--- src/design/dai_pkg.sv ---
// Shared constants, types and helpers for the audio serial port host.
package dai_pkg;

  // Register map of the codec (reached over its own control bus).
  localparam logic [7:0] REG_OUT_STANDBY = 8'h04;
  localparam logic [7:0] REG_IN_STANDBY  = 8'h05;
  localparam logic [7:0] REG_LOOP_SRC    = 8'h25;
  localparam logic [7:0] REG_FORMAT_CFG  = 8'h26;
  localparam logic [7:0] REG_SLOT_OFFSET = 8'h27;
  localparam logic [7:0] REG_PORT_ENABLE = 8'h28;
  localparam logic [7:0] REG_CLK_SYNTH   = 8'h2c;

  // Link timing.
  localparam int CLK_PERIOD_NS  = 40;
  localparam int BCLK_PERIOD_NS = 320;
  localparam int BCLK_HALF_CYC  = BCLK_PERIOD_NS / (2 * CLK_PERIOD_NS);
  localparam int DATA_W         = 32;
  localparam int FIFO_DEPTH     = 8;

  // Word and frame lengths in bits.
  localparam logic [5:0] WL_16  = 6'h10;
  localparam logic [5:0] WL_20  = 6'h14;
  localparam logic [5:0] WL_24  = 6'h18;
  localparam logic [5:0] WL_32  = 6'h20;
  localparam logic [8:0] FR_256 = 9'h100;
  localparam logic [8:0] FR_128 = 9'h080;
  localparam logic [8:0] FR_64  = 9'h040;

  typedef enum logic [1:0] {
    FMT_I2S = 2'h0,
    FMT_LJ  = 2'h1,
    FMT_RJ  = 2'h2,
    FMT_DSP = 2'h3
  } dai_fmt_t;

  typedef enum logic [2:0] {
    ST_IDLE = 3'h1,
    ST_SYNC = 3'h2,
    ST_RUN  = 3'h4
  } dai_state_t;

  typedef struct packed {
    logic        port_en;
    logic        codec_master;
    dai_fmt_t    fmt;
    logic [1:0]  word_sel;
    logic [1:0]  frame_sel;
    logic        slot_en;
    logic        slot_mono;
    logic [7:0]  slot_offset;
  } dai_cfg_t;

  typedef struct packed {
    logic [DATA_W-1:0] left;
    logic [DATA_W-1:0] right;
  } dai_pair_t;

  typedef struct packed {
    logic       hit;
    logic       right;
    logic [5:0] k;
  } dai_slot_t;

  function automatic logic [5:0] wl_bits(input logic [1:0] sel);
    logic [5:0] r;
    unique case (sel)
      2'h0: r = WL_16;
      2'h1: r = WL_20;
      2'h2: r = WL_24;
      2'h3: r = WL_32;
    endcase
    return r;
  endfunction : wl_bits

  function automatic logic [8:0] frame_bits(input logic [1:0] fsel, input logic [1:0] wsel);
    logic [8:0] r;
    unique case (fsel)
      2'h0: r = {2'h0, wl_bits(wsel), 1'b0};
      2'h1: r = FR_256;
      2'h2: r = FR_128;
      2'h3: r = FR_64;
    endcase
    return r;
  endfunction : frame_bits

endpackage : dai_pkg

--- src/design/dai_fifo.sv ---
// Sample FIFO with registered read data and registered ready.
`timescale 1ns/1ps
module dai_fifo #(
  parameter int W     = 64,
  parameter int DEPTH = 8
) (
  // Clock and reset
  input  wire logic         clk,
  input  wire logic         rst,
  // Fill side
  input  wire logic         in_valid,
  input  wire logic [W-1:0] in_data,
  output logic              in_ready,
  // Drain side
  output logic              out_valid,
  output logic [W-1:0]      out_data,
  input  wire logic         out_ready
);
  // Pointers wrap naturally, so DEPTH must be a power of two.
  localparam int AW = $clog2(DEPTH);
  localparam logic [AW:0] FULL = (AW+1)'(DEPTH);

  logic [W-1:0]  mem [DEPTH];
  logic [AW-1:0] wr_ptr_r;
  logic [AW-1:0] rd_ptr_r;
  logic [AW:0]   cnt_r;
  logic [AW:0]   cnt_nxt;
  logic          push;
  logic          load;

  assign push = in_valid & in_ready;
  assign load = (cnt_r != '0) & (~out_valid | out_ready);

  always_comb begin
    cnt_nxt = cnt_r + (AW+1)'(push) - (AW+1)'(load);
  end

  always_ff @(posedge clk) begin
    if (push) begin
      mem[wr_ptr_r] <= in_data;
    end
  end

  always_ff @(posedge clk) begin
    if (rst) begin
      wr_ptr_r <= '0;
      rd_ptr_r <= '0;
      cnt_r    <= '0;
      in_ready <= 1'b0;
    end else begin
      wr_ptr_r <= wr_ptr_r + AW'(push);
      rd_ptr_r <= rd_ptr_r + AW'(load);
      cnt_r    <= cnt_nxt;
      in_ready <= cnt_nxt != FULL;
    end
  end

  always_ff @(posedge clk) begin
    if (rst) begin
      out_valid <= 1'b0;
      out_data  <= '0;
    end else if (load) begin
      out_valid <= 1'b1;
      out_data  <= mem[rd_ptr_r];
    end else if (out_ready) begin
      out_valid <= 1'b0;
    end
  end

endmodule : dai_fifo

--- src/design/dai_host.sv ---
// Host end of the codec serial audio port: clocks, framing and sample transfer.
//
// Notes on behaviour
// The codec's port runs only while its port enable bit is set.
// Drive data and framing on falling bit clock, sample on rising.
// Codec master drives both clocks; codec slave needs the host to drive them.
// Clearing codec transmit enable stops it driving its serial output.
// Samples are two's complement, most significant bit first, every format.
// Word length is 16, 20, 24 or 32 bits both ways.
// Master frame is twice word length, 256, 128 or 64 bit clocks.
// A slave-side frame may have any bit count that fits all data bits.
// Right-justified: word clock high is left; LSB ends just before the toggle.
// Left-justified: word clock high is left; MSB on first rise after edge.
// I2S: word clock low is left; MSB on second rise after transition.
// DSP: rising word clock starts frame; left then right with no gap.
// Slot mode places data an offset of bit periods after frame start.
// Left-justified slots: each channel starts offset bits after its word edge.
// DSP slots: left starts offset after pulse, right follows directly.
// Codec output floats whenever its own data is not valid.
// Single-channel slot mode moves only the left word.
// Right transmit source control merges mono loopback data into output.
// Loop source select replaces transmit left with received right data.
// System clock is 12.288 or 11.2896 MHz per sample-rate family.
// A master clock of 10 to 80 MHz must run before any setup.
// Until the synthesiser locks, register writes use the control bus clock.
// Block enables precede master enable; standby bits move blocks afterwards.
// Master on 12.288 or 11.2896 MHz bypasses the synthesiser.
// Converter ratios per sample rate follow a fixed table.
// Slot mode is unavailable at 96 kHz.
// Slave role is role select zero, with both clocks supplied externally.
// A disabled port floats its data output and ignores incoming data; the host drives serial_in_o low instead of floating it.
`timescale 1ns/1ps
module dai_host (
  // Clock and reset
  input  wire logic              ref_clk,
  input  wire logic              reset,
  // Port configuration, mirrors what was written to the codec
  input  wire dai_pkg::dai_cfg_t cfg,
  // Samples to send
  input  wire logic              tx_valid,
  input  wire dai_pkg::dai_pair_t tx_data,
  output logic                   tx_ready,
  // Samples received
  output logic                   rx_valid,
  output dai_pkg::dai_pair_t     rx_data,
  // Codec master clock
  output logic                   mclk_o,
  // Bit clock pin
  output logic                   bclk_o,
  output logic                   bclk_oe,
  input  wire logic              bclk_i,
  // Word clock pin
  output logic                   wclk_o,
  output logic                   wclk_oe,
  input  wire logic              wclk_i,
  // Serial data to and from the codec
  output logic                   serial_in_o,
  input  wire logic              serial_out_i,
  // Status
  output logic                   synced
);

  localparam logic [3:0] HALF_LAST = 4'(dai_pkg::BCLK_HALF_CYC - 1);

  dai_pkg::dai_state_t st_r;
  dai_pkg::dai_pair_t  cur_tx_r;
  dai_pkg::dai_pair_t  fifo_data;
  dai_pkg::dai_pair_t  word_src;
  dai_pkg::dai_slot_t  tx_slot;
  dai_pkg::dai_slot_t  rx_slot;

  logic [2:0]  bclk_sy_r;
  logic [2:0]  wclk_sy_r;
  logic [1:0]  sdo_sy_r;
  logic [3:0]  div_cnt_r;
  logic        bclk_r;
  logic [8:0]  pos_r;
  logic        chan_r;
  logic [8:0]  pos_nxt;
  logic        chan_nxt;
  logic [8:0]  seg_len;
  logic [8:0]  seg_cnt_r;
  logic [8:0]  meas_len_r;
  logic        wprev_r;
  logic        started_r;
  logic [31:0] rx_sh_l_r;
  logic [31:0] rx_sh_r_r;
  logic [31:0] rx_l_nxt;
  logic [31:0] rx_r_nxt;
  logic [5:0]  wl;
  logic        host_master;
  logic        cm;
  logic        is_dsp;
  logic        host_tick;
  logic        ev_rise;
  logic        ev_fall;
  logic        seg_last;
  logic        frame_start;
  logic        start_edge;
  logic        edge_chan;
  logic [8:0]  eff_pos;
  logic        eff_chan;
  logic        fifo_valid;
  logic        pop;
  logic        rx_done;

  // Places a position of the segment onto a data bit of one channel.
  function automatic dai_pkg::dai_slot_t slot_of(
    input dai_pkg::dai_cfg_t c,
    input logic [8:0]        seg,
    input logic              ch,
    input logic [8:0]        p
  );
    dai_pkg::dai_slot_t s;
    logic [9:0] w;
    logic [9:0] off;
    logic [9:0] st;
    logic [9:0] rel;
    s   = '0;
    w   = {4'h0, dai_pkg::wl_bits(c.word_sel)};
    off = c.slot_en ? {2'h0, c.slot_offset} : 10'h000;
    st  = off;
    s.right = ch;
    unique case (c.fmt)
      dai_pkg::FMT_I2S: begin
        st = off + 10'h001;
      end
      dai_pkg::FMT_LJ: begin
        st = off;
      end
      dai_pkg::FMT_RJ: begin
        st = {1'b0, seg} - w;
      end
      dai_pkg::FMT_DSP: begin
        s.right = 1'b0;
        if ({1'b0, p} >= off + w) begin
          st      = off + w;
          s.right = 1'b1;
        end
      end
    endcase
    rel   = {1'b0, p} - st;
    s.hit = ({1'b0, p} >= st) && (rel < w) && !(c.slot_en && c.slot_mono && s.right);
    s.k   = rel[5:0];
    return s;
  endfunction : slot_of

  // Most significant bit of the active word length goes out first.
  function automatic logic word_bit(input logic [31:0] v, input logic [5:0] w, input logic [5:0] k);
    logic [5:0] idx;
    idx = w - 6'h01 - k;
    return v[idx[4:0]];
  endfunction : word_bit

  // Sign extension keeps received words in two's complement at full width.
  function automatic logic [31:0] sext(input logic [31:0] v, input logic [5:0] w);
    logic [5:0] sh;
    sh = dai_pkg::WL_32 - w;
    return 32'($signed(v << sh) >>> sh);
  endfunction : sext

  assign wl          = dai_pkg::wl_bits(cfg.word_sel);
  assign host_master = cfg.port_en & ~cfg.codec_master;
  assign cm          = cfg.codec_master;
  assign is_dsp      = cfg.fmt == dai_pkg::FMT_DSP;

  // Pins from the codec pass two flops before use.
  always_ff @(posedge ref_clk) begin
    if (reset) begin
      bclk_sy_r <= '0;
      wclk_sy_r <= '0;
      sdo_sy_r  <= '0;
    end else begin
      bclk_sy_r <= {bclk_sy_r[1:0], bclk_i};
      wclk_sy_r <= {wclk_sy_r[1:0], wclk_i};
      sdo_sy_r  <= {sdo_sy_r[0], serial_out_i};
    end
  end

  // Free-running half-rate toggle keeps the codec master clock inside its range.
  always_ff @(posedge ref_clk) begin
    if (reset) begin
      mclk_o <= 1'b0;
    end else begin
      mclk_o <= ~mclk_o;
    end
  end

  // Bit clock divider used when the codec is slave.
  assign host_tick = div_cnt_r == HALF_LAST;

  always_ff @(posedge ref_clk) begin
    if (reset || !host_master || st_r == dai_pkg::ST_IDLE) begin
      div_cnt_r <= '0;
      bclk_r    <= 1'b0;
    end else if (host_tick) begin
      div_cnt_r <= '0;
      bclk_r    <= ~bclk_r;
    end else begin
      div_cnt_r <= div_cnt_r + 4'h1;
    end
  end

  always_comb begin
    ev_rise = 1'b0;
    ev_fall = 1'b0;
    if (st_r != dai_pkg::ST_IDLE) begin
      if (cm) begin
        ev_rise = bclk_sy_r[1] & ~bclk_sy_r[2];
        ev_fall = ~bclk_sy_r[1] & bclk_sy_r[2];
      end else begin
        ev_rise = host_tick & ~bclk_r;
        ev_fall = host_tick & bclk_r;
      end
    end
  end

  // Segment is one channel half, or the whole frame in DSP format.
  always_comb begin
    if (cm) begin
      seg_len = meas_len_r;
    end else if (is_dsp) begin
      seg_len = dai_pkg::frame_bits(cfg.frame_sel, cfg.word_sel);
    end else begin
      seg_len = dai_pkg::frame_bits(cfg.frame_sel, cfg.word_sel) >> 1;
    end
  end

  always_comb begin
    seg_last    = ({1'b0, pos_r} + 10'h001) >= {1'b0, seg_len};
    pos_nxt     = seg_last ? 9'h000 : pos_r + 9'h001;
    chan_nxt    = (seg_last && !is_dsp) ? ~chan_r : chan_r;
    frame_start = seg_last && (is_dsp || chan_r);
  end

  // Frame edges seen on the codec's word clock.
  always_comb begin
    if (is_dsp) begin
      start_edge = cm & wclk_sy_r[1] & ~wprev_r;
    end else begin
      start_edge = cm & (wclk_sy_r[1] != wprev_r);
    end
    edge_chan = (cfg.fmt == dai_pkg::FMT_I2S) ? wclk_sy_r[1] : ~wclk_sy_r[1];
    if (is_dsp) begin
      edge_chan = 1'b0;
    end
    eff_pos  = start_edge ? 9'h000 : pos_r;
    eff_chan = start_edge ? edge_chan : chan_r;
  end

  // Segment length is learned from the codec when it owns the clocks.
  always_ff @(posedge ref_clk) begin
    if (reset || st_r == dai_pkg::ST_IDLE) begin
      wprev_r    <= 1'b0;
      seg_cnt_r  <= '0;
      meas_len_r <= '1;
      started_r  <= 1'b0;
    end else if (ev_rise && cm) begin
      wprev_r <= wclk_sy_r[1];
      if (start_edge) begin
        seg_cnt_r <= 9'h001;
        started_r <= 1'b1;
        if (started_r) begin
          meas_len_r <= seg_cnt_r;
        end
      end else begin
        seg_cnt_r <= seg_cnt_r + 9'h001;
      end
    end
  end

  // Link state: idle while disabled, locked to frames while running.
  // The status output is set alongside the state so that it leaves a flop directly.
  always_ff @(posedge ref_clk) begin
    if (reset || !cfg.port_en) begin
      st_r   <= dai_pkg::ST_IDLE;
      synced <= 1'b0;
    end else begin
      unique case (st_r)
        dai_pkg::ST_IDLE: begin
          st_r   <= cm ? dai_pkg::ST_SYNC : dai_pkg::ST_RUN;
          synced <= !cm;
        end
        dai_pkg::ST_SYNC: begin
          if (ev_rise && start_edge && started_r) begin
            st_r   <= dai_pkg::ST_RUN;
            synced <= 1'b1;
          end
        end
        dai_pkg::ST_RUN: begin
          st_r <= dai_pkg::ST_RUN;
        end
        default: begin
          st_r   <= dai_pkg::ST_IDLE;
          synced <= 1'b0;
        end
      endcase
    end
  end
  // Bit position tracking; the codec's word edge corrects any drift.
  always_ff @(posedge ref_clk) begin
    if (reset || st_r == dai_pkg::ST_IDLE) begin
      pos_r  <= '1;
      chan_r <= 1'b1;
    end else if (ev_fall) begin
      pos_r  <= pos_nxt;
      chan_r <= chan_nxt;
    end else if (ev_rise && start_edge) begin
      pos_r  <= 9'h000;
      chan_r <= edge_chan;
    end
  end

  // A frame with no queued sample goes out as silence.
  assign pop = ev_fall && frame_start && st_r == dai_pkg::ST_RUN;

  dai_fifo #(
    .W     ($bits(dai_pkg::dai_pair_t)),
    .DEPTH (dai_pkg::FIFO_DEPTH)
  ) u_tx_fifo (
    .clk       (ref_clk),
    .rst       (reset),
    .in_valid  (tx_valid),
    .in_data   (tx_data),
    .in_ready  (tx_ready),
    .out_valid (fifo_valid),
    .out_data  (fifo_data),
    .out_ready (pop)
  );

  always_comb begin
    word_src = cur_tx_r;
    if (frame_start) begin
      word_src = fifo_valid ? fifo_data : '0;
    end
    tx_slot = slot_of(cfg, seg_len, chan_nxt, pos_nxt);
  end

  always_ff @(posedge ref_clk) begin
    if (reset) begin
      cur_tx_r <= '0;
    end else if (pop) begin
      cur_tx_r <= word_src;
    end
  end

  // Transmit bit and host-made framing change on the falling edge.
  always_ff @(posedge ref_clk) begin
    if (reset || !cfg.port_en || st_r == dai_pkg::ST_IDLE) begin
      serial_in_o <= 1'b0;
    end else if (ev_fall) begin
      serial_in_o <= 1'b0;
      if (st_r == dai_pkg::ST_RUN && tx_slot.hit) begin
        serial_in_o <= word_bit(tx_slot.right ? word_src.right : word_src.left, wl, tx_slot.k);
      end
    end
  end

  always_ff @(posedge ref_clk) begin
    if (reset) begin
      bclk_o  <= 1'b0;
      bclk_oe <= 1'b0;
      wclk_o  <= 1'b0;
      wclk_oe <= 1'b0;
    end else begin
      // The pin takes the divider's next value, so it falls in the same cycle as data and framing change.
      bclk_o  <= (host_master && st_r != dai_pkg::ST_IDLE) ? (bclk_r ^ host_tick) : 1'b0;
      bclk_oe <= host_master;
      wclk_oe <= host_master;
      if (!host_master) begin
        wclk_o <= 1'b0;
      end else if (ev_fall) begin
        if (is_dsp) begin
          wclk_o <= pos_nxt == 9'h000;
        end else begin
          wclk_o <= ~chan_nxt ^ (cfg.fmt == dai_pkg::FMT_I2S);
        end
      end
    end
  end

  // Receive on the rising edge; bits outside the codec's slot are floating and skipped.
  always_comb begin
    rx_slot  = slot_of(cfg, seg_len, eff_chan, eff_pos);
    rx_l_nxt = {rx_sh_l_r[30:0], sdo_sy_r[1]};
    rx_r_nxt = {rx_sh_r_r[30:0], sdo_sy_r[1]};
    rx_done  = rx_slot.hit && rx_slot.k == wl - 6'h01
               && (rx_slot.right || (cfg.slot_en && cfg.slot_mono));
  end

  always_ff @(posedge ref_clk) begin
    if (reset || st_r == dai_pkg::ST_IDLE) begin
      rx_sh_l_r <= '0;
      rx_sh_r_r <= '0;
    end else if (ev_rise && st_r == dai_pkg::ST_RUN && rx_slot.hit) begin
      if (rx_slot.right) begin
        rx_sh_r_r <= rx_r_nxt;
      end else begin
        rx_sh_l_r <= rx_l_nxt;
        rx_sh_r_r <= '0;
      end
    end
  end

  always_ff @(posedge ref_clk) begin
    if (reset) begin
      rx_valid <= 1'b0;
      rx_data  <= '0;
    end else begin
      rx_valid <= 1'b0;
      if (ev_rise && st_r == dai_pkg::ST_RUN && rx_done) begin
        rx_valid      <= 1'b1;
        rx_data.left  <= sext(rx_slot.right ? rx_sh_l_r : rx_l_nxt, wl);
        rx_data.right <= rx_slot.right ? sext(rx_r_nxt, wl) : '0;
      end
    end
  end

endmodule : dai_host

--- config.mk ---
export PLATFORM = sky130hd
export DESIGN_NAME = dai_host
export DESIGN_NICKNAME = d
export VERILOG_FILES = /design/src/design/dai_pkg.sv /design/src/design/dai_fifo.sv /design/src/design/dai_host.sv
export SDC_FILE = /design/constraint.sdc
export NUM_CORES = 1
export LEC_CHECK = 0
export BUFFER_PORTS_ARGS = -buffer_cell sky130_fd_sc_hd__buf_2
export CAP_MARGIN = 20
export CORE_ASPECT_RATIO = 0.5
export CORE_UTILIZATION = 62
export DETAILED_ROUTE_END_ITERATION = 16
export PLACE_DENSITY = 0.8
export SYNTH_ARGS = -nofsm -noshare
export SYNTH_HDL_FRONTEND = slang
export SYNTH_SLANG_ARGS = --single-unit
--- constraint.sdc ---
create_clock -name ref_clk -period 10.1 [get_ports ref_clk]
set_clock_uncertainty 0.1 [all_clocks]
set_input_delay 0.505 -clock ref_clk [delete_from_list [all_inputs] [get_ports ref_clk]]
set_output_delay 0.505 -clock ref_clk [all_outputs]
set_load 0.03 [all_outputs]
==> results.sh <==
export IMPL_ys_seq_area_frac=0.603
export IMPL_r2r_end="serial_in_o"
export IMPL_hp_start="wclk_i"
export IMPL_wl_per_cell_um=23.6
export IMPL_max_slew_margin=0.252
export IMPL_grt_remaining_overflow=0
export IMPL_status="finished, final reports clean"
export IMPL_synth_nets=3051
export IMPL_nets=3142
export IMPL_setup_violations=0
export IMPL_hpwl_um=54500
export IMPL_yosys_warnings=0
export IMPL_die_y_um=173
export IMPL_fin_crit_sh=0.894
export IMPL_critPathMaxStageDelay_ps=800
export IMPL_clkTransAtPathRegs_ps=70
export IMPL_async_flop_share=0
export IMPL_ant_nets=0
export IMPL_syn2layout_area_growth_pct=10.6
export IMPL_die_w_um=343
export IMPL_fp_row_count=62
export IMPL_grtUsageTotal=0.302
export IMPL_critical_path_arrival_ps=9490
export IMPL_io_buffers=160
export IMPL_end_kind="register"
export IMPL_drc=0
export IMPL_htree_levels=3
export IMPL_firstDrtPassIters=5
export IMPL_min_period_ps=9030
export IMPL_drive_above_1_share=0.163
export IMPL_cts_setup_buffers=0
export IMPL_start_util=0.629
export IMPL_grt_first_pass_wirelength_um=138000
export IMPL_crit_type="register to register"
export IMPL_worst_skew_pair_late_latency_ps=630
export IMPL_drtIter0Drc=2735
export IMPL_first_global_vias=23376
export IMPL_root_buffer="clkbuf_16"
export IMPL_clockBufferDepth=3
export IMPL_synth_cells=2873
export IMPL_setup_tns_ps=0
export IMPL_r2r_start="pos_r[0]"
export IMPL_power_uw=8450
export IMPL_total_leakage_power_uw=0.0139
export IMPL_cp_start_kind="register"
export IMPL_finalMaxSlewViolations=0
export IMPL_syn_avg_cell_area_um2=12.6
export IMPL_regArea_um2=21800
export IMPL_nFillCells=3932
export IMPL_cts_hold_buf=2
export IMPL_core_area_um2=57400
export IMPL_cp_required_ps=10560
export IMPL_holdPathEnd="wclk_sy_r[0]"
export IMPL_fmax_mhz=111
export IMPL_cts_tree="built"
export IMPL_slowest_stage="a2111oi_0"
export IMPL_multiInputGateArea_um2=13500
export IMPL_rrSetupSlack_ps=1070
export IMPL_dr_total_vias=24122
export IMPL_place_congestion=0.963
export IMPL_critPathMaxFanout=11
export IMPL_rsz0062_at_grt="no"
export IMPL_wirelength_um=89600
export IMPL_pin_count=161
export IMPL_synth_edf_count=512
export IMPL_min_path_cells=2
export IMPL_synth_cell_types=93
export IMPL_vias_per_cell=6.36
export IMPL_hold_viol_final=0
export IMPL_antenna_found_initial=4
export IMPL_syn_cell_area_um2=36100
export IMPL_synth_seq_cells=831
export IMPL_r2r_cells=33
export IMPL_peakVddDrop_mv=0.149
export IMPL_cts_inserted_buffers=70
export IMPL_maxCapViolCount=0
export IMPL_power_density_nw_per_um2=212
export IMPL_dieArea_um2=59200
export IMPL_cp_startpoint="pos_r[0]"
export IMPL_synth_ff_type="edfxtp_1"
export IMPL_hp_class="primary input to register"
export IMPL_tightest_slew_ps=1120
export IMPL_grt_max_degree=85
export IMPL_post_cts_resized=0
export IMPL_clock_sinks=831
cell type report:
cell class | instances | area share
well taps | 768 | 0.0241
clock inverters | 30 | 0.00784
clock buffers | 100 | 0.0512
diodes | 3 | 0.000188
repair buffers | 197 | 0.0278
flip-flops and latches | 831 | 0.546
multi-input cells | 1802 | 0.337
inverters | 62 | 0.00596
worst max-delay path, delay by kind of cell (launching register included):
family | cells | cell delay [ps]
multiplexers | 1 | 270
adder cells (fa/ha/maj) | 5 | 1390
AND/OR/NAND/NOR | 11 | 1990
flip-flops | 1 | 500
XOR/XNOR | 2 | 310
buffers and inverters | 1 | 80
AO/OA/AOI/OAI | 13 | 4300
where the power goes:
group	switching [uW]	internal (uW)	leakage, uW	total (uW)
Combinational	911	692	0.00551	1600
Sequential	236	3830	0.00722	4070
Clock	1260	1510	0.00114	2780
Total	2410	6040	0.0139	8450
synthesized netlist by cell type, types with 29 or more instances:
library cell,number,area [um2]
mux4_2,138,3110
buf_2,29,145
edfxtp_1,512,15400
nand2_1,342,1280
a21oi_1,193,966
nor2_1,204,766
a211oi_1,90,676
o21ai_0,72,360
dfxtp_1,319,6390
nand3_1,153,766
clkbuf_1,127,477
ha_1,85,1060
and2_1,31,194
xnor2_1,31,272
mux2i_1,108,1080
inv_1,58,218
kinds of logic after synthesis:
logic type	Yosys count	synth area share
AND/OR/NAND/NOR	868	0.109
flip-flops	831	0.603
AO/OA/AOI/OAI	545	0.0993
multiplexers	248	0.117
buffers and inverters	240	0.0270
adder cells (fa/ha/maj)	90	0.0322
XOR/XNOR	51	0.0132
through the flow:
step	worst slack [ps]	util	instances	hold slack [ps]	area [um2]
floorplan	2780	-	2873	314	36100
global placement	1580	0.653	3655	291	37500
detailed placement	1230	0.653	3657	299	37500
CTS	1420	0.695	3789	1.71	39900
global route	537	0.695	3793	3.24	39900
finish	1070	0.695	3793	18.6	39900
sequential cells by signal, indices dropped and copies added (netlist names), 31 cells and up:
register,count
u_tx_fifo.mem,512
cur_tx_r,64
rx_data,64
u_tx_fifo.out_data,64
rx_sh_l_r,32
rx_sh_r_r,31
cell usage in the layout (no fill, tap or decap), types with 90 or more instances in the layout:
master / Yosys / routed
nor2_1: 204 / 196
nand3_1: 153 / 153
dfxtp_1: 319 / 315
buf_2: 29 / 159
edfxtp_1: 512 / 512
a211oi_1: 90 / 90
nand2_1: 342 / 341
mux2i_1: 108 / 108
a21oi_1: 193 / 190
mux4_2: 138 / 138
metal layers:
metal | routed length [um] | track usage | up-vias
met2 | 42400 | 0.479 | 1094
met3 | 6960 | 0.0526 | 159
met1 | 38000 | 0.434 | 11917
li1 | - | - | 10950
met5 | 13 | 0 | -
met4 | 2180 | 0.0854 | 2
worst max path at each step:
stage / slack, ps / end / depth (start not counted)
final: 1070 / serial_in_o / 33
after CTS: 1420 / serial_in_o / 33
after detailed placement: 1230 / serial_in_o / 35
after global routing: 540 / serial_in_o / 33
after floorplan: 2780 / serial_in_o / 35
after global placement: 1580 / serial_in_o / 36
No activity file was read; power rests on OpenSTA's default activity.
